### src/hdl/phy_led_defines.svh
// Purpose: Constants for the PHY LED source select block
// Assumes: 40 MHz clk_sys, APB with 32-bit data
// Notes: Register byte address is four times the management index
//
// Behaviour
// (RQ1) Bits 7:4 pick the second LED source; reset value 0x1.
// (RQ2) Code 0x0 shows link good; code 0x1 shows receive or transmit activity.
// (RQ3) Codes 0x5, 0x6, 0x7 show 100 Mb/s, 10 Mb/s, full duplex.
// (RQ4) Code 0x8 lights on link good and blinks on activity.
// (RQ5) Bits 3:0 pick the first LED source, same codes; reset value 0x0.
// (RQ6) Bits 15:8 are reserved, read-only, read as zero.
// (RQ7) LED configuration register at index 0x17, read/write, reset 0x0010.
// (RQ8) Crossover control register at index 0x18, read/write, reset 0x00c0.
// (RQ9) Reserved codes 0x2-0x4 and above 0x8 hold the LED dark.
`ifndef PHY_LED_DEFINES_SVH
`define PHY_LED_DEFINES_SVH

`define LED_CFG_INDEX 8'h17
`define XOVER_INDEX 8'h18
`define LED_CFG_ADDR ({4'h0, `LED_CFG_INDEX} << 2)
`define XOVER_ADDR ({4'h0, `XOVER_INDEX} << 2)
`define LED_CFG_RESET 16'h0010
`define XOVER_RESET 16'h00c0
`define SECOND_SRC_MSB 7
`define SECOND_SRC_LSB 4
`define FIRST_SRC_MSB 3
`define FIRST_SRC_LSB 0
`define RSVD_MSB 15
`define RSVD_LSB 8
`define CLK_HZ 40000000
`define BLINK_HALF_MS 50
`define BLINK_HALF_CYCLES ((`CLK_HZ / 1000) * `BLINK_HALF_MS)

`endif

### src/hdl/phy_led_pkg.sv
// Purpose: Types for the PHY LED source select block
// Assumes: Nothing
// Notes: Codes absent from the enum are reserved
package phy_led_pkg;
  typedef logic [3:0] led_code_t;
  typedef logic [15:0] reg16_t;
  typedef enum logic [3:0] {
    LINK_OK = 4'h0,
    ACTIVITY = 4'h1,
    SPEED_100 = 4'h5,
    SPEED_10 = 4'h6,
    FULL_DUPLEX = 4'h7,
    LINK_BLINK = 4'h8
  } led_source_t;
endpackage : phy_led_pkg

### src/hdl/phy_status_if.sv
// Purpose: PHY status conditions carried to each LED selector
// Assumes: All signals synchronous to clk_sys
// Notes: Levels, active high
interface phy_status_if;
  logic linkGood;
  logic activity;
  logic speed100;
  logic speed10;
  logic fullDuplex;
  modport source (output linkGood, output activity, output speed100, output speed10, output fullDuplex);
  modport sink (input linkGood, input activity, input speed100, input speed10, input fullDuplex);
endinterface : phy_status_if

### src/hdl/phy_led_config.sv
// Purpose: APB register slave choosing LED sources and holding crossover control
// Assumes: APB master per protocol; status inputs synchronous to clk_sys
// Notes: Zero wait states; read data is captured in the setup cycle
//
// Chosen here: the APB register port.
`include "phy_led_defines.svh"
module phy_led_config #(
  parameter int unsigned BLINK_HALF_CYCLES = `BLINK_HALF_CYCLES
) (
  input wire logic clk_sys,
  input wire logic rst,
  input wire logic psel,
  input wire logic penable,
  input wire logic pwrite,
  input wire logic [11:0] paddr,
  input wire logic [31:0] pwdata,
  input wire logic [3:0] pstrb,
  output logic [31:0] prdata,
  output logic pready,
  output logic pslverr,
  input wire logic linkGood,
  input wire logic activity,
  input wire logic speed100,
  input wire logic speed10,
  input wire logic fullDuplex,
  output logic firstLed,
  output logic secondLed,
  output logic [15:0] crossoverControl
);
  localparam logic [15:0] LED_RESET = `LED_CFG_RESET;
  localparam logic [11:0] LED_ADDR = `LED_CFG_ADDR;
  localparam logic [11:0] XOVER_ADDR = `XOVER_ADDR;

  // Only the two source fields are stored; reserved bits have no flops
  logic [`SECOND_SRC_MSB:0] ledSources;
  phy_led_pkg::reg16_t next_ledCfg;
  phy_led_pkg::reg16_t next_crossover;

  function automatic phy_led_pkg::reg16_t mergeLanes(
    input phy_led_pkg::reg16_t old,
    input logic [15:0] wdata,
    input logic [1:0] strb
  );
    mergeLanes = old;
    if (strb[0])
      mergeLanes[7:0] = wdata[7:0];
    if (strb[1])
      mergeLanes[15:8] = wdata[15:8];
  endfunction : mergeLanes

  wire setupPhase = psel & ~penable;
  wire accessPhase = psel & penable;
  wire hitLed = (paddr == LED_ADDR);
  wire hitXover = (paddr == XOVER_ADDR);
  wire mapped = hitLed | hitXover;
  wire writeLed = accessPhase & pwrite & hitLed;
  wire writeXover = accessPhase & pwrite & hitXover;
  wire [15:0] ledCfgView = {8'h00, ledSources}; // RQ6
  wire [31:0] readValue = hitLed ? {16'h0000, ledCfgView} :
                          hitXover ? {16'h0000, crossoverControl} : 32'h0000_0000;

  assign pready = accessPhase;
  assign pslverr = accessPhase & ~mapped;
  assign next_ledCfg = mergeLanes(ledCfgView, pwdata[15:0], pstrb[1:0]);
  assign next_crossover = mergeLanes(crossoverControl, pwdata[15:0], pstrb[1:0]);

  always_ff @(posedge clk_sys)
  begin
    if (rst)
    begin
      ledSources <= LED_RESET[`SECOND_SRC_MSB:0]; // RQ1 RQ5 RQ7
      crossoverControl <= `XOVER_RESET; // RQ8
      prdata <= 32'h0000_0000;
    end
    else
    begin
      if (writeLed)
        ledSources <= next_ledCfg[`SECOND_SRC_MSB:0]; // RQ7
      if (writeXover)
        crossoverControl <= next_crossover; // RQ8
      if (setupPhase & ~pwrite)
        prdata <= readValue;
    end
  end

  phy_status_if status ();
  assign status.linkGood = linkGood;
  assign status.activity = activity;
  assign status.speed100 = speed100;
  assign status.speed10 = speed10;
  assign status.fullDuplex = fullDuplex;

  led_source_mux #(
    .BLINK_HALF(BLINK_HALF_CYCLES)
  ) firstMux (
    .clk_sys(clk_sys),
    .rst(rst),
    .status(status),
    .code(ledSources[`FIRST_SRC_MSB:`FIRST_SRC_LSB]), // RQ5
    .led(firstLed)
  );

  led_source_mux #(
    .BLINK_HALF(BLINK_HALF_CYCLES)
  ) secondMux (
    .clk_sys(clk_sys),
    .rst(rst),
    .status(status),
    .code(ledSources[`SECOND_SRC_MSB:`SECOND_SRC_LSB]), // RQ1
    .led(secondLed)
  );
endmodule : phy_led_config

### src/hdl/led_source_mux.sv
// Purpose: Drives one LED from the status condition its code selects
// Assumes: Status levels synchronous to clk_sys
// Notes: Blink phase runs free, so blinking starts in an arbitrary phase
`include "phy_led_defines.svh"
module led_source_mux #(
  parameter int unsigned BLINK_HALF = `BLINK_HALF_CYCLES
) (
  input wire logic clk_sys,
  input wire logic rst,
  phy_status_if.sink status,
  input wire phy_led_pkg::led_code_t code,
  output logic led
);
  localparam int CW = $clog2(BLINK_HALF + 1);
  logic [CW-1:0] blinkCount;
  logic blinkPhase;
  logic next_led;
  wire blinkWrap = (blinkCount == CW'(BLINK_HALF - 1));

  always_comb
  begin
    case (code)
      phy_led_pkg::LINK_OK: next_led = status.linkGood; // RQ2
      phy_led_pkg::ACTIVITY: next_led = status.activity; // RQ2
      phy_led_pkg::SPEED_100: next_led = status.speed100; // RQ3
      phy_led_pkg::SPEED_10: next_led = status.speed10; // RQ3
      phy_led_pkg::FULL_DUPLEX: next_led = status.fullDuplex; // RQ3
      phy_led_pkg::LINK_BLINK: next_led = status.linkGood & ~(status.activity & blinkPhase); // RQ4
      default: next_led = 1'b0; // RQ9
    endcase
  end

  always_ff @(posedge clk_sys)
  begin
    if (rst)
    begin
      blinkCount <= '0;
      blinkPhase <= 1'b0;
      led <= 1'b0;
    end
    else
    begin
      blinkCount <= blinkWrap ? '0 : blinkCount + 1'b1;
      blinkPhase <= blinkPhase ^ blinkWrap; // RQ4
      led <= next_led;
    end
  end
endmodule : led_source_mux

### config.mk
export PLATFORM = sky130hd
export DESIGN_NAME = phy_led_config
export DESIGN_NICKNAME = d
export VERILOG_FILES = /design/src/hdl/phy_led_pkg.sv /design/src/hdl/phy_status_if.sv /design/src/hdl/phy_led_config.sv /design/src/hdl/led_source_mux.sv
export VERILOG_INCLUDE_DIRS = /design/src /design/src/hdl
export SDC_FILE = /design/constraint.sdc
export NUM_CORES = 1
export LEC_CHECK = 0
export BUFFER_PORTS_ARGS = -buffer_cell sky130_fd_sc_hd__buf_4
export CORE_ASPECT_RATIO = 1.1
export CORE_MARGIN = 2
export CORE_UTILIZATION = 40
export DETAILED_ROUTE_END_ITERATION = 8
export PLACE_DENSITY = 0.64
export SLEW_MARGIN = 20
export SYNTH_ARGS = -nofsm -noshare
export SYNTH_HDL_FRONTEND = slang
export SYNTH_HIERARCHICAL = 1
export SYNTH_SLANG_ARGS = --single-unit
### constraint.sdc
create_clock -name clk_sys -period 2.9 [get_ports clk_sys]
set_input_delay 0.435 -clock clk_sys [delete_from_list [all_inputs] [get_ports clk_sys]]
set_output_delay 0.435 -clock clk_sys [all_outputs]
set_load 0.005 [all_outputs]
Word-level counts from Yosys, hierarchy flattened:

Cells that the tools add are included.
W data, S select, Z words.

* register bits after elaboration: 102
* input port bits: 58
* output and inout bits: 52
* word-level logic and storage cells: 56

* add/subtract/negate cells: 2
* equal/unequal tests: 14
* mux-type cells: 4
* bitwise gates (word level): 19
* reduce and logical (&&, ||, !) cells: 7

Operator list (number)
* $add A21 B1 Y21 const B: 2
* $eq A21 B21 Y1 const B: 2
* $mux W16: 2
* $eq A12 B7 Y1 const B: 2
* $eq A4 B3 Y1 const B: 6
* $pmux W1 S6: 2
* $and A1 B1 Y1: 11
* $eq A4 B1 Y1 const B: 2
* $eq A4 B4 Y1 const B: 2
* $logic_not A4 Y1: 2
* $reduce_and A2 Y1: 3
* $not A1 Y1: 5
* $reduce_or A2 Y1: 2
* $xor A1 B1 Y1: 2
* $or A1 B1 Y1: 1

Longest topological paths before layout:

Gate-level depths: netlist (run 1).

* word-level depth: 4
* gate-level depth with buffers: 6
* gate-level depth less buffers: 5

Modules after synthesis:

The synthesis (run 1) kept the hierarchy.

By module, submodules not included
* led_source_mux: instances 2, cells each 124, area an instance 1076.0 sq um, seq. area each 460.4 sq um
* phy_led_config: instances 1, cells each 181, area an instance 1732.9 sq um, seq. area each 800.8 sq um

Least setup slack after synthesis (run 1):

No wires, ideal clock.

* path type: input-to-reg
* start: input port paddr[7]
* end: register crossoverControl[6]
* library setup time: 0.120 ns
* arrival: 2.038 ns
* data required time: 2.780 ns
* path slack: 0.743 ns
* stages: 5
* path buffers: 1
* cells stage by stage: or4b_1 > buf_4 > nor4_4 > nor2b_1 > a211o_1

* word-level cells in the longest chain between the ends: 3

Ends and longest elaborated chain
* start: declaration: line phy_led_config.sv:15 `input wire logic [11:0] paddr,`
* $eq A12 B7 Y1: line phy_led_config.sv:54 `wire hitXover = (paddr == XOVER_ADDR);`
* $and A1 B1 Y1: line phy_led_config.sv:57 `wire writeXover = accessPhase & pwrite & hitXover;`
* $reduce_and A2 Y1 (no line)
* end signal: assignment: line phy_led_config.sv:72 `` crossoverControl <= `XOVER_RESET; ``
* end signal: assignment: line phy_led_config.sv:80 `crossoverControl <= next_crossover;`
* end: declaration: line phy_led_config.sv:28 `output logic [15:0] crossoverControl`

Every way passes these cells.
A chain may end at the register's enable or synchronous reset.

Worst setup path in the final report (run 1):

* start: input port paddr[7]
* end: output port pslverr

* word-level cells in the longest chain between the ends: 4
* elaborated cells between the ends (all ways): 5
* those cells by class: eq/ne: 2; bitwise: 3

Ends and longest elaborated chain
* $eq A12 B7 Y1, on equally long branches: line phy_led_config.sv:53, phy_led_config.sv:54
* $or A1 B1 Y1 (*): line phy_led_config.sv:55 `wire mapped = hitLed | hitXover;`
* $not A1 Y1 (*): line phy_led_config.sv:63 `assign pslverr = accessPhase & ~mapped;`
* $and A1 B1 Y1 (*): line phy_led_config.sv:63
* end: declaration: line phy_led_config.sv:20 `output logic pslverr,`

Every way passes the cells marked *; elsewhere a longest branch is shown, timed or not.

==> summary.md, run 1 <==
| Metric | Value |
|---|---|
| Final-report max-slew violation count | 0 |
| Tmin final | 2150 ps |
| Initial Util | 41.3% |
| Overall power after layout | 2.27 mW |
| I/O pins | 110 |
| Global placement routability congestion | 0.758 |
| Count of mapped cells out of synthesis | 429 |
| Seq cells post-synth | 86 |
| Antenna violations before repair | 0 |
| Die area | 0.0105 mm^2 |
| Worst slack at placement | 489 ps |
| Post-Route Setup TNS | 0 ps |
| Layout Area Growth over Synthesis | 21.3% |
| Max_cap viols | 0 |
| Arrival time reported for the critical path endpoint | 1720 ps |
| Number of fill cells | 898 |
| Number of levels the H-tree was split into | 3 |
| Run status | finished, final reports clean |
| Global Route Usage Sum | 16.1% |
| Ratio of cells with drive above 1 in the final layout | 23.0% |
| Area of the mapped netlist | 0.00388 mm^2 |
| Clock tree from TritonCTS | built |
| Dominant combinational cell family by area after synthesis | simple AND/OR/NAND/NOR gates |
| Slew HR | 52.8% |
| Worst-case vdd ir drop | 0.000270 V |
| Root buffer cell | sky130_fd_sc_hd__clkbuf_8 |
| Via count normalized by instance count | 5.23 |
| Power density relative to cell area | 481 mW/mm^2 |
| RSZ-0062 raised after global routing | false |
| Routed length per placed instance | 13.4 um |
| DRC violations left | 0 |
| Post-Syn Area per Cell | 9.06 um^2 |
| FMAX | 0.464 GHz |
| Number of global-route vias before repair | 2945 |
| Wire length of the first global-routing pass | 13900 um |
| Finished Cell Area | 0.00471 mm^2 |
| Post-CTS setup-driven buffer insertion count | 0 |
| Setup-violating endpoint count in the final report | 0 |
| HPWL Detailed | 5860 um |
| Area fraction in compound gates after synthesis | 10.6% |
| Final nets | 561 |
| Max Fanout on Critical Path | 6 |
| I/O Buffers | 75 |
| Total grt overflow | 0 |
| Start of the worst register-to-register path | secondMux/blinkCount[0] |
| Maximum clock path buffer count | 2 |
| Data required time at the worst endpoint | 2470 ps |
| Total leakage power | 1.71 nW |
| Simple-gate portion of the synthesized area | 26.7% |
| Die Y | 107 um |
| Count of placed standard cells in the final layout, fillers left out | 622 |
| Leading register cell type out of synthesis | sky130_fd_sc_hd__dfxtp_1 |
| Inserted Clock Buffers | 9 |
| Hold crit path type | input port to register |
| Iteration-0 DRC count of the detailed router | 123 |
| Final antenna-violating net count | 0 |
| FP Rows | 37 |
| Reg2Reg Setup Slack | 780 ps |
| Placeable Area | 0.00940 mm^2 |
| Vias after detailed routing | 3254 |
| Worst-margin pin slew | 690 ps |
| R2r endpoint | secondMux/blinkCount[16] |
| Number of clock sinks | 86 |
| Horizontal extent of the die | 98.0 um |
| Diode count | 0 |
| FF-to-FF path depth | 5 |
| Type of element capturing the critical path | primary output |
| Final hold vios | 0 |
| Number of instances in the placed design | 607 |
| Cells on Worst Hold Path | 2 |
| Unique cell type count in the Yosys netlist | 43 |
| Skew-Pair Late Insertion Delay | 360 ps |
| Period utilisation layout | 74.3% |
| Number of flops mapped to enable cells by yosys | 0 |
| Cells resized by post-CTS repair | 0 |
| Clock skew | 6.17 ps |
| Cell area reported after detailed placement | 0.00449 mm^2 |
| Largest net degree at the start of global routing | 53 |
| DR pass1 iterations | 4 |
| Hold-fix buffers, CTS | 0 |
| Clock transition time at the flip-flop clock pins of the worst setup and hold paths | 80 ps |
| Synthesized-area fraction occupied by adder cells | 0.644% |
| Post-synthesis async set-or-reset flop share | 0% |
| PnR worst setup slack | 747 ps |
| Sequential fraction of the synthesis area | 44.3% |
| Path type of the worst setup path | input port to primary output |
| Xor and xnor area share after synthesis | 5.41% |
| Crit path launch type | input port |
| Drt total wl | 8350 um |
| Ys Warns | 6 |
| Post-synthesis mux area share | 5.99% |
| Worst hold start | pwdata[4] |
| Endpoint of the worst hold path | ledSources[4] |
worst max-delay path by stage:
stage	start	end	slack (ps)	depth (start not counted)
detailed placement	paddr[7]	crossoverControl[5]	490	6
finish	paddr[7]	pslverr	750	5
global route	secondMux/blinkCount[0]	secondMux/blinkCount[16]	600	5
CTS	paddr[7]	pslverr	720	5
global placement	paddr[7]	crossoverControl[2]	510	6
floorplan	paddr[7]	crossoverControl[6]	740	5
cells in the final DEF (no fill, tap or decap), drive strengths merged, types with 4 or more instances in the layout:
cell and count:
nand3 24, nor2 62, a221oi 8, xnor2 18, inv 10, clkbuf 11, a21oi 26, and3 4
nor4b 4, or4 13, or3 10, buf 81, a211o 5, dfxtp 86, nand2 25, nor2b 6
nor3 14, nand4 6, o21ai 8, xor2 6, o31ai 8, nor4 7, mux2i 21, conb 16
power breakdown:
part           internal, mW  switching (mW)
registers              1.19          0.0108
logic                0.0631          0.0630
clock network         0.525           0.413
total                  1.78           0.486
state kept, by name, summed over array words and instances, names as in the netlist:
name,cells
firstMux/blinkCount,21
secondMux/blinkCount,21
crossoverControl,16
prdata,16
ledSources,8
firstMux/blinkPhase,1
firstMux/led,1
secondMux/blinkPhase,1
secondMux/led,1
area by class of cell:
cell class | count | area (um^2) | share of cell area [%]
tap | 117 | 146 | 3.11
timing repair buffer | 81 | 608 | 12.9
clock buffer | 11 | 151 | 3.21
inverter | 10 | 37.5 | 0.797
sequential | 86 | 1720 | 36.5
clock inverter | 4 | 70.1 | 1.49
multi-input combinational | 313 | 1980 | 41.9
synthesized netlist by cell type (10+ instances only):
master / count / area share (%)
sky130_fd_sc_hd__a21oi_1: 26 / 3.3
sky130_fd_sc_hd__buf_4: 17 / 3.3
sky130_fd_sc_hd__clkbuf_1: 14 / 1.4
sky130_fd_sc_hd__dfxtp_1: 86 / 44
sky130_fd_sc_hd__inv_1: 10 / 0.97
sky130_fd_sc_hd__mux2i_1: 21 / 5.4
sky130_fd_sc_hd__nand2_1: 25 / 2.4
sky130_fd_sc_hd__nand3_1: 22 / 2.8
sky130_fd_sc_hd__nor2_1: 62 / 6.0
sky130_fd_sc_hd__nor3_1: 12 / 1.5
sky130_fd_sc_hd__or4_1: 12 / 2.3
sky130_fd_sc_hd__xnor2_1: 18 / 4.1
stage by stage:
stage | util [%] | hold slack [ps]
2_1_floorplan | - | 440
3_3_place_gp | 47.8 | 444
3_5_place_dp | 47.8 | 447
4_1_cts | 50.1 | 273
5_1_grt | 50.1 | 291
6_report | 50.1 | 288
logic make-up (layout without fill, tap and decap cells):
family / after synthesis / after routing
simple gates: 184 / 184
compound gates: 64 / 64
buf+inv: 45 / 106
fa+ha+maj: 2 / 2
flops: 86 / 86
xor+xnor: 24 / 24
other cells: 1 / 16
mux: 23 / 23
worst max-delay path, cell delays in order:
cell	delay, ps
sky130_fd_sc_hd__buf_4	100
sky130_fd_sc_hd__or4b_1	730
sky130_fd_sc_hd__a211oi_1	250
sky130_fd_sc_hd__nor2b_1	70
sky130_fd_sc_hd__buf_4	130
metal layers:
metal	vias to the layer above	track usage, %	share of wire [%]
met2	90	25.1	45
met1	1510	21.1	47
met3	14	3.25	5.7
met4	0	8.63	2.4
li1	1640	-	-
met5	-	0	0
Note: power is estimated with default switching activity, not from simulation.
==> inputs of run 2 (changes only) <==
Clock period 2.9 ns to 2.17 ns, I/O delays scaled along.
==> summary.md, run 2 (synthesis results as in run 1) <==
| Metric | Value |
|---|---|
| R2r endpoint | secondMux/blinkCount[16] (unchanged) |
| Drt total wl | 8550 um (was 8350 um) |
| Post-Route Setup TNS | 0 ps (unchanged) |
| HPWL Detailed | 6050 um (was 5860 um) |
| Endpoint of the worst hold path | ledSources[4] (unchanged) |
| Diode count | 0 (unchanged) |
| Portion of total power attributed to combinational logic | 5.7% (was 5.6%) |
| DRC violations left | 0 (unchanged) |
| Clock network fraction of total power | 40.5% (was 41.3%) |
| Data required time at the worst endpoint | 2440 ps (was 2470 ps) |
| Final hold vios | 0 (unchanged) |
| Hold crit path type | input port to register (unchanged) |
| Clock tree from TritonCTS | built (unchanged) |
| Type of element capturing the critical path | register (was primary output) |
| Fraction of power consumed by sequential logic | 53.8% (was 53.1%) |
| Antenna violations before repair | 0 (unchanged) |
| Total grt overflow | 0 (unchanged) |
| Switching power | 0.660 mW (was 0.486 mW) |
| Final antenna-violating net count | 0 (unchanged) |
| Placeable Area | 0.00940 mm^2 (unchanged) |
| Final nets | 565 (was 561) |
| Register area | 0.00172 mm^2 (unchanged) |
| Maximum clock path buffer count | 2 (unchanged) |
| Inserted Clock Buffers | 9 (unchanged) |
| Cell-internal power | 2.33 mW (was 1.78 mW) |
| Total leakage power | 1.73 nW (was 1.71 nW) |
| Ratio of cells with drive above 1 in the final layout | 23.7% (was 23.0%) |
| Slew HR | 59.1% (was 52.8%) |
| Setup-violating endpoint count in the final report | 0 (unchanged) |
| Worst-margin pin slew | 612 ps (was 690 ps) |
| Power density relative to cell area | 628 mW/mm^2 (was 481 mW/mm^2) |
| Max Fanout on Critical Path | 7 (was 6) |
| Routed length per placed instance | 13.6 um (was 13.4 um) |
| Root buffer cell | sky130_fd_sc_hd__clkbuf_8 (unchanged) |
| FMAX | 0.488 GHz |
| Top library cells by usage in the layout, fill and taps aside | sky130_fd_sc_hd__dfxtp_1, sky130_fd_sc_hd__buf_4, sky130_fd_sc_hd__nor2_1, sky130_fd_sc_hd__a21oi_1, sky130_fd_sc_hd__nand2_1 (unchanged) |
| Worst slack at placement | 49.7 ps (was 489 ps) |
| Skew-Pair Late Insertion Delay | 350 ps (was 360 ps) |
| Reg2Reg Setup Slack | 120 ps (was 780 ps) |
| FF-to-FF path depth | 5 (unchanged) |
| Clock skew | 14.0 ps (was 6.17 ps) |
| Period utilisation layout | 94.5% |
| Start of the worst register-to-register path | secondMux/blinkCount[0] (unchanged) |
| Final-report max-slew violation count | 0 (unchanged) |
| Count of placed standard cells in the final layout, fillers left out | 627 (was 622) |
| Clock transition time at the flip-flop clock pins of the worst setup and hold paths | 90 ps (was 80 ps) |
| Switch share | 22.1% (was 21.5%) |
| Worst-case vdd ir drop | 0.000230 V (was 0.000270 V) |
| Global placement routability congestion | 0.759 (was 0.758) |
| Number of global-route vias before repair | 3006 (was 2945) |
| Wire length of the first global-routing pass | 14000 um (was 13900 um) |
| Registers with the highest flip-flop counts | firstMux/blinkCount x21, secondMux/blinkCount x21 (unchanged) |
| Number of levels the H-tree was split into | 3 (unchanged) |
| Horizontal extent of the die | 98.0 um (unchanged) |
| Crit path launch type | register (was input port) |
| Number of instances in the placed design | 611 (was 607) |
| Worst hold start | pwdata[4] (unchanged) |
| Iteration-0 DRC count of the detailed router | 93 (was 123) |
| RSZ-0062 raised after global routing | false (unchanged) |
| Cells on Worst Hold Path | 2 (unchanged) |
| I/O Buffers | 75 (unchanged) |
| Largest net degree at the start of global routing | 53 (unchanged) |
| Die Y | 107 um (unchanged) |
| Die area | 0.0105 mm^2 (unchanged) |
| Global Route Usage Sum | 16.2% (was 16.1%) |
| Initial Util | 41.3% (unchanged) |
| Area of combinational cells with multiple inputs | 0.00198 mm^2 (about the same) |
| Arrival time reported for the critical path endpoint | 2320 ps (was 1720 ps) |
| Vias after detailed routing | 3284 (was 3254) |
| PnR worst setup slack | 119 ps (was 747 ps) |
| Most common cell after layout, fill and taps aside | sky130_fd_sc_hd__dfxtp_1 (unchanged) |
| DR pass1 iterations | 4 (unchanged) |
| Via count normalized by instance count | 5.24 (was 5.23) |
| I/O pins | 110 (unchanged) |
| Max_cap viols | 0 (unchanged) |
| Layout Area Growth over Synthesis | 22.7% (was 21.3%) |
| Number of clock sinks | 86 (unchanged) |
| Run status | finished, final reports clean (unchanged) |
| Path type of the worst setup path | register to register (was input port to primary output) |
| Number of fill cells | 881 (was 898) |
| Overall power after layout | 2.99 mW (was 2.27 mW) |
| FP Rows | 37 (unchanged) |
| Tmin final | 2050 ps |
-- run 2: cell count changes in the layout (fill, tap and decap cells not counted) --
cell	before	now
sky130_fd_sc_hd__buf_12	0	2
sky130_fd_sc_hd__buf_4	81	83
sky130_fd_sc_hd__clkbuf_1	0	2
sky130_fd_sc_hd__clkbuf_8	11	9
sky130_fd_sc_hd__clkinv_2	2	0
sky130_fd_sc_hd__clkinvlp_4	0	2
sky130_fd_sc_hd__or4_1	12	10
sky130_fd_sc_hd__or4_4	1	3
sky130_fd_sc_hd__clkinv_4	0	1
-- run 2: power by group through the flow --
stage                     clock [mW]  combinational [mW]  sequential [mW]
after floorplan                    0              0.0948             1.65
after global placement             0               0.169             1.65
after detailed placement           0               0.171             1.65
after CTS                       1.25               0.172             1.61
after global routing            1.32               0.188             1.61
final                           1.21               0.171             1.61
-- run 2: routing by layer --
layer	up-vias	routed length (um)	global-route usage, %
li1	1643	-	-
met1	1540	4050	21.2
met2	91	3910	26.1
met3	10	461	2.86
met4	0	129	7.24
met5	-	0	0
-- run 2: timing repair --
action / 4_1_cts / 5_1_grt
endpoints found under the setup margin: 0 / 6
hold buffers: 0 / 0
buffers inserted: 0 / 0
gates resized for setup: 0 / 2
endpoints found under the hold margin: 0 / 0
-- run 2: cell type report --
class	count	area share [%]
Clock inverter	5	1.76
Clock buffer	11	2.76
Sequential cell	86	36.1
Tap cell	117	3.07
Timing Repair Buffer	85	13.9
Multi-Input combinational cell	313	41.6
Inverter	10	0.787
-- run 2: metrics by stage --
stage / hold slack, ps / area [um^2] / utilization [%]
2_1_floorplan: 395 / 3940 / -
3_3_place_gp: 445 / 4540 / 48.4
3_5_place_dp: 448 / 4540 / 48.4
4_1_cts: 173 / 4760 / 50.6
5_1_grt: 176 / 4770 / 50.7
6_report: 191 / 4770 / 50.7
-- run 2: worst max-delay path: stages (launching register included) --
cell and delay (ps):
sky130_fd_sc_hd__dfxtp_1 390, sky130_fd_sc_hd__ha_1 220, sky130_fd_sc_hd__nand3_1 170, sky130_fd_sc_hd__or4_4 630
sky130_fd_sc_hd__or4_1 410, sky130_fd_sc_hd__a21oi_1 160
-- run 2: how the worst max path moves through the flow --
stage / start / end / slack, ps / cells after the start
5_1_grt: secondMux/blinkCount[0] / secondMux/blinkCount[16] / 20 / 5
3_3_place_gp: paddr[7] / ledSources[4] / 140 / 7
3_5_place_dp: secondMux/blinkCount[0] / secondMux/blinkCount[20] / 50 / 5
2_1_floorplan: paddr[7] / crossoverControl[6] / 120 / 5
6_report: secondMux/blinkCount[0] / secondMux/blinkCount[16] / 120 / 5
4_1_cts: secondMux/blinkCount[0] / secondMux/blinkCount[20] / 40 / 5
==> inputs of run 3 (changes only) <==
==> constraint.sdc (replaced) <==
create_clock -name clk_sys -period 2.17 [get_ports clk_sys]
set_input_delay 0.217 -clock clk_sys [delete_from_list [all_inputs] [get_ports clk_sys]]
set_output_delay 0.217 -clock clk_sys [all_outputs]
set_load 0.005 [all_outputs]
==> summary.md, run 3 (synthesis results as in run 1) <==
| Metric | Value |
|---|---|
| Layout Area Growth over Synthesis | 20.8% (was 22.7%) |
| FF-to-FF path depth | 5 (unchanged) |
| I/O pins | 110 (unchanged) |
| Data required time at the worst endpoint | 2460 ps (was 2440 ps) |
| Top library cells by usage in the layout, fill and taps aside | sky130_fd_sc_hd__dfxtp_1, sky130_fd_sc_hd__buf_4, sky130_fd_sc_hd__nor2_1, sky130_fd_sc_hd__a21oi_1, sky130_fd_sc_hd__nand2_1 (unchanged) |
| Number of levels the H-tree was split into | 3 (unchanged) |
| Hold crit path type | input port to register (unchanged) |
| DR pass1 iterations | 4 (unchanged) |
| Slew HR | 57.3% (was 59.1%) |
| Wire length of the first global-routing pass | 13700 um (was 14000 um) |
| Max Fanout on Critical Path | 7 (unchanged) |
| Clock tree from TritonCTS | built (unchanged) |
| Run status | finished, final reports clean (unchanged) |
| Clock skew | 9.67 ps (was 14.0 ps) |
| Portion of total power attributed to combinational logic | 6.1% (was 5.7%) |
| I/O Buffers | 75 (unchanged) |
| Final-report max-slew violation count | 0 (unchanged) |
| Power density relative to cell area | 585 mW/mm^2 (was 628 mW/mm^2) |
| Global placement routability congestion | 0.762 (was 0.759) |
| Clock transition time at the flip-flop clock pins of the worst setup and hold paths | 80 ps (was 90 ps) |
| Post-Route Setup TNS | 0 ps (unchanged) |
| Start of the worst register-to-register path | secondMux/blinkCount[0] (unchanged) |
| WL met2 | 3720 um (was 3910 um) |
| RSZ-0062 raised after global routing | false (unchanged) |
| Arrival time reported for the critical path endpoint | 2300 ps (was 2320 ps) |
| DRC violations left | 0 (unchanged) |
| Fraction of power consumed by sequential logic | 58.6% (was 53.8%) |
| Global Route Usage Sum | 15.9% (was 16.2%) |
| Root buffer cell | sky130_fd_sc_hd__clkbuf_8 (unchanged) |
| Crit path launch type | register (unchanged) |
| Cell-internal power | 2.11 mW (was 2.33 mW) |
| Switch share | 23.2% (was 22.1%) |
| Type of element capturing the critical path | register (unchanged) |
| Met3 Routed Length | 473 um (was 461 um) |
| R2r endpoint | secondMux/blinkCount[16] (unchanged) |
| CP startpoint | secondMux/blinkCount[0] (unchanged) |
| Total grt overflow | 0 (unchanged) |
| Die Y | 107 um (unchanged) |
| Core occupancy in the finished layout | 50.0% (was 50.7%) |
| Worst-case vdd ir drop | 0.000228 V (was 0.000230 V) |
| Routed length per placed instance | 13.1 um (was 13.6 um) |
| Wire length on met1 | 3910 um (was 4050 um) |
| Setup-violating endpoint count in the final report | 0 (unchanged) |
| Skew-Pair Late Insertion Delay | 360 ps (was 350 ps) |
| Path type of the worst setup path | register to register (unchanged) |
| Top routing layer in use | met4 (unchanged) |
| Max_cap viols | 0 (unchanged) |
| Final nets | 564 (was 565) |
| Most common cell after layout, fill and taps aside | sky130_fd_sc_hd__dfxtp_1 (unchanged) |
| Drt total wl | 8210 um (was 8550 um) |
| Total leakage power | 1.70 nW (was 1.73 nW) |
| Period utilisation layout | 92.6% (was 94.5%) |
| Post-CTS setup-driven buffer insertion count | 0 (unchanged) |
| Via count normalized by instance count | 5.16 (was 5.24) |
| Number of clock sinks | 86 (unchanged) |
| Diode count | 0 (unchanged) |
| Switching power | 0.637 mW (was 0.660 mW) |
| Ratio of cells with drive above 1 in the final layout | 23.7% (about the same) |
| Vias after detailed routing | 3221 (was 3284) |
| Initial Util | 41.3% (unchanged) |
| HPWL Detailed | 5880 um (was 6050 um) |
| Placeable Area | 0.00940 mm^2 (unchanged) |
| Number of global-route vias before repair | 2916 (was 3006) |
| Iteration-0 DRC count of the detailed router | 98 (was 93) |
| Inserted Clock Buffers | 9 (unchanged) |
| Maximum clock path buffer count | 2 (unchanged) |
| Destination of the critical timing path | secondMux/blinkCount[16] (unchanged) |
| FP Rows | 37 (unchanged) |
| FMAX | 0.498 GHz (was 0.488 GHz) |
| Tmin final | 2010 ps (was 2050 ps) |
| Final hold vios | 0 (unchanged) |
| Clock network fraction of total power | 35.3% (was 40.5%) |
| Largest net degree at the start of global routing | 53 (unchanged) |
| Worst-margin pin slew | 641 ps (was 612 ps) |
| Horizontal extent of the die | 98.0 um (unchanged) |
| Antenna violations before repair | 0 (unchanged) |
| Die area | 0.0105 mm^2 (unchanged) |
| Number of fill cells | 899 (was 881) |
| Registers with the highest flip-flop counts | firstMux/blinkCount x21, secondMux/blinkCount x21 (unchanged) |
| Final antenna-violating net count | 0 (unchanged) |
| Reg2Reg Setup Slack | 160 ps (was 120 ps) |
-- run 3: changes by cell type in the layout (fill, tap and decap cells not counted), sizes merged --
cell	before	now
buf	85	84
clkinv	1	2
clkbuf	11	10
bufinv	2	0
-- run 3: worst min-delay path by stage --
stage | slack, ps | cells past startpoint | end | from
CTS | 60 | 2 | crossoverControl[6] | pwdata[6]
finish | 80 | 2 | crossoverControl[6] | pwdata[6]
global route | 60 | 2 | crossoverControl[6] | pwdata[6]
global placement | 430 | 2 | crossoverControl[6] | pwdata[6]
detailed placement | 440 | 2 | crossoverControl[6] | pwdata[6]
floorplan | 290 | 1 | firstMux/blinkPhase | rst
-- run 3: through the flow --
stage          power, mW  worst slack (ps)  cell area, um^2  instances  hold WS (ps)
3_5_place_dp        1.82              84.7             4520        610           440
2_1_floorplan       1.74               231             3940        444           286
3_3_place_gp        1.81               124             4520        610           432
5_1_grt             2.87              33.2             4690        624          63.4
6_report            2.75               161             4690        624          76.4
4_1_cts             2.79              66.8             4690        624          62.1
-- run 3: power groups by stage --
stage	logic (mW)	registers [mW]	clock network, mW
floorplan	0.0948	1.65	0
global placement	0.167	1.65	0
detailed placement	0.170	1.65	0
CTS	0.170	1.61	1.01
global route	0.187	1.61	1.07
finish	0.169	1.61	0.968
-- run 3: worst max-delay path, stage by stage (launching register included) --
cell	delay, ps
sky130_fd_sc_hd__dfxtp_1	390
sky130_fd_sc_hd__ha_1	220
sky130_fd_sc_hd__nand3_1	150
sky130_fd_sc_hd__or4_4	620
sky130_fd_sc_hd__or4_1	420
sky130_fd_sc_hd__a21oi_1	140
-- run 3: repair_timing --
action,in CTS,in global routing
setup endpoints to repair,0,6
resized for setup,0,2
hold buffers,0,0
-- run 3: cell type report --
type                    count  area (um^2)  share of cell area, %
multi-input cells         313         1980                   42.2
flip-flops and latches     86         1720                   36.7
repair buffers             84          643                   13.7
well taps                 117          146                   3.12
clock buffers              10          138                   2.93
inverters                  10         37.5                  0.800
clock inverters             4         25.0                  0.533
-- run 3: layer usage --
layer	global-route usage [%]	vias up
met4	6.94	0
met1	21.2	1478
met5	0	-
li1	-	1646
met2	24.8	88
met3	3.57	9
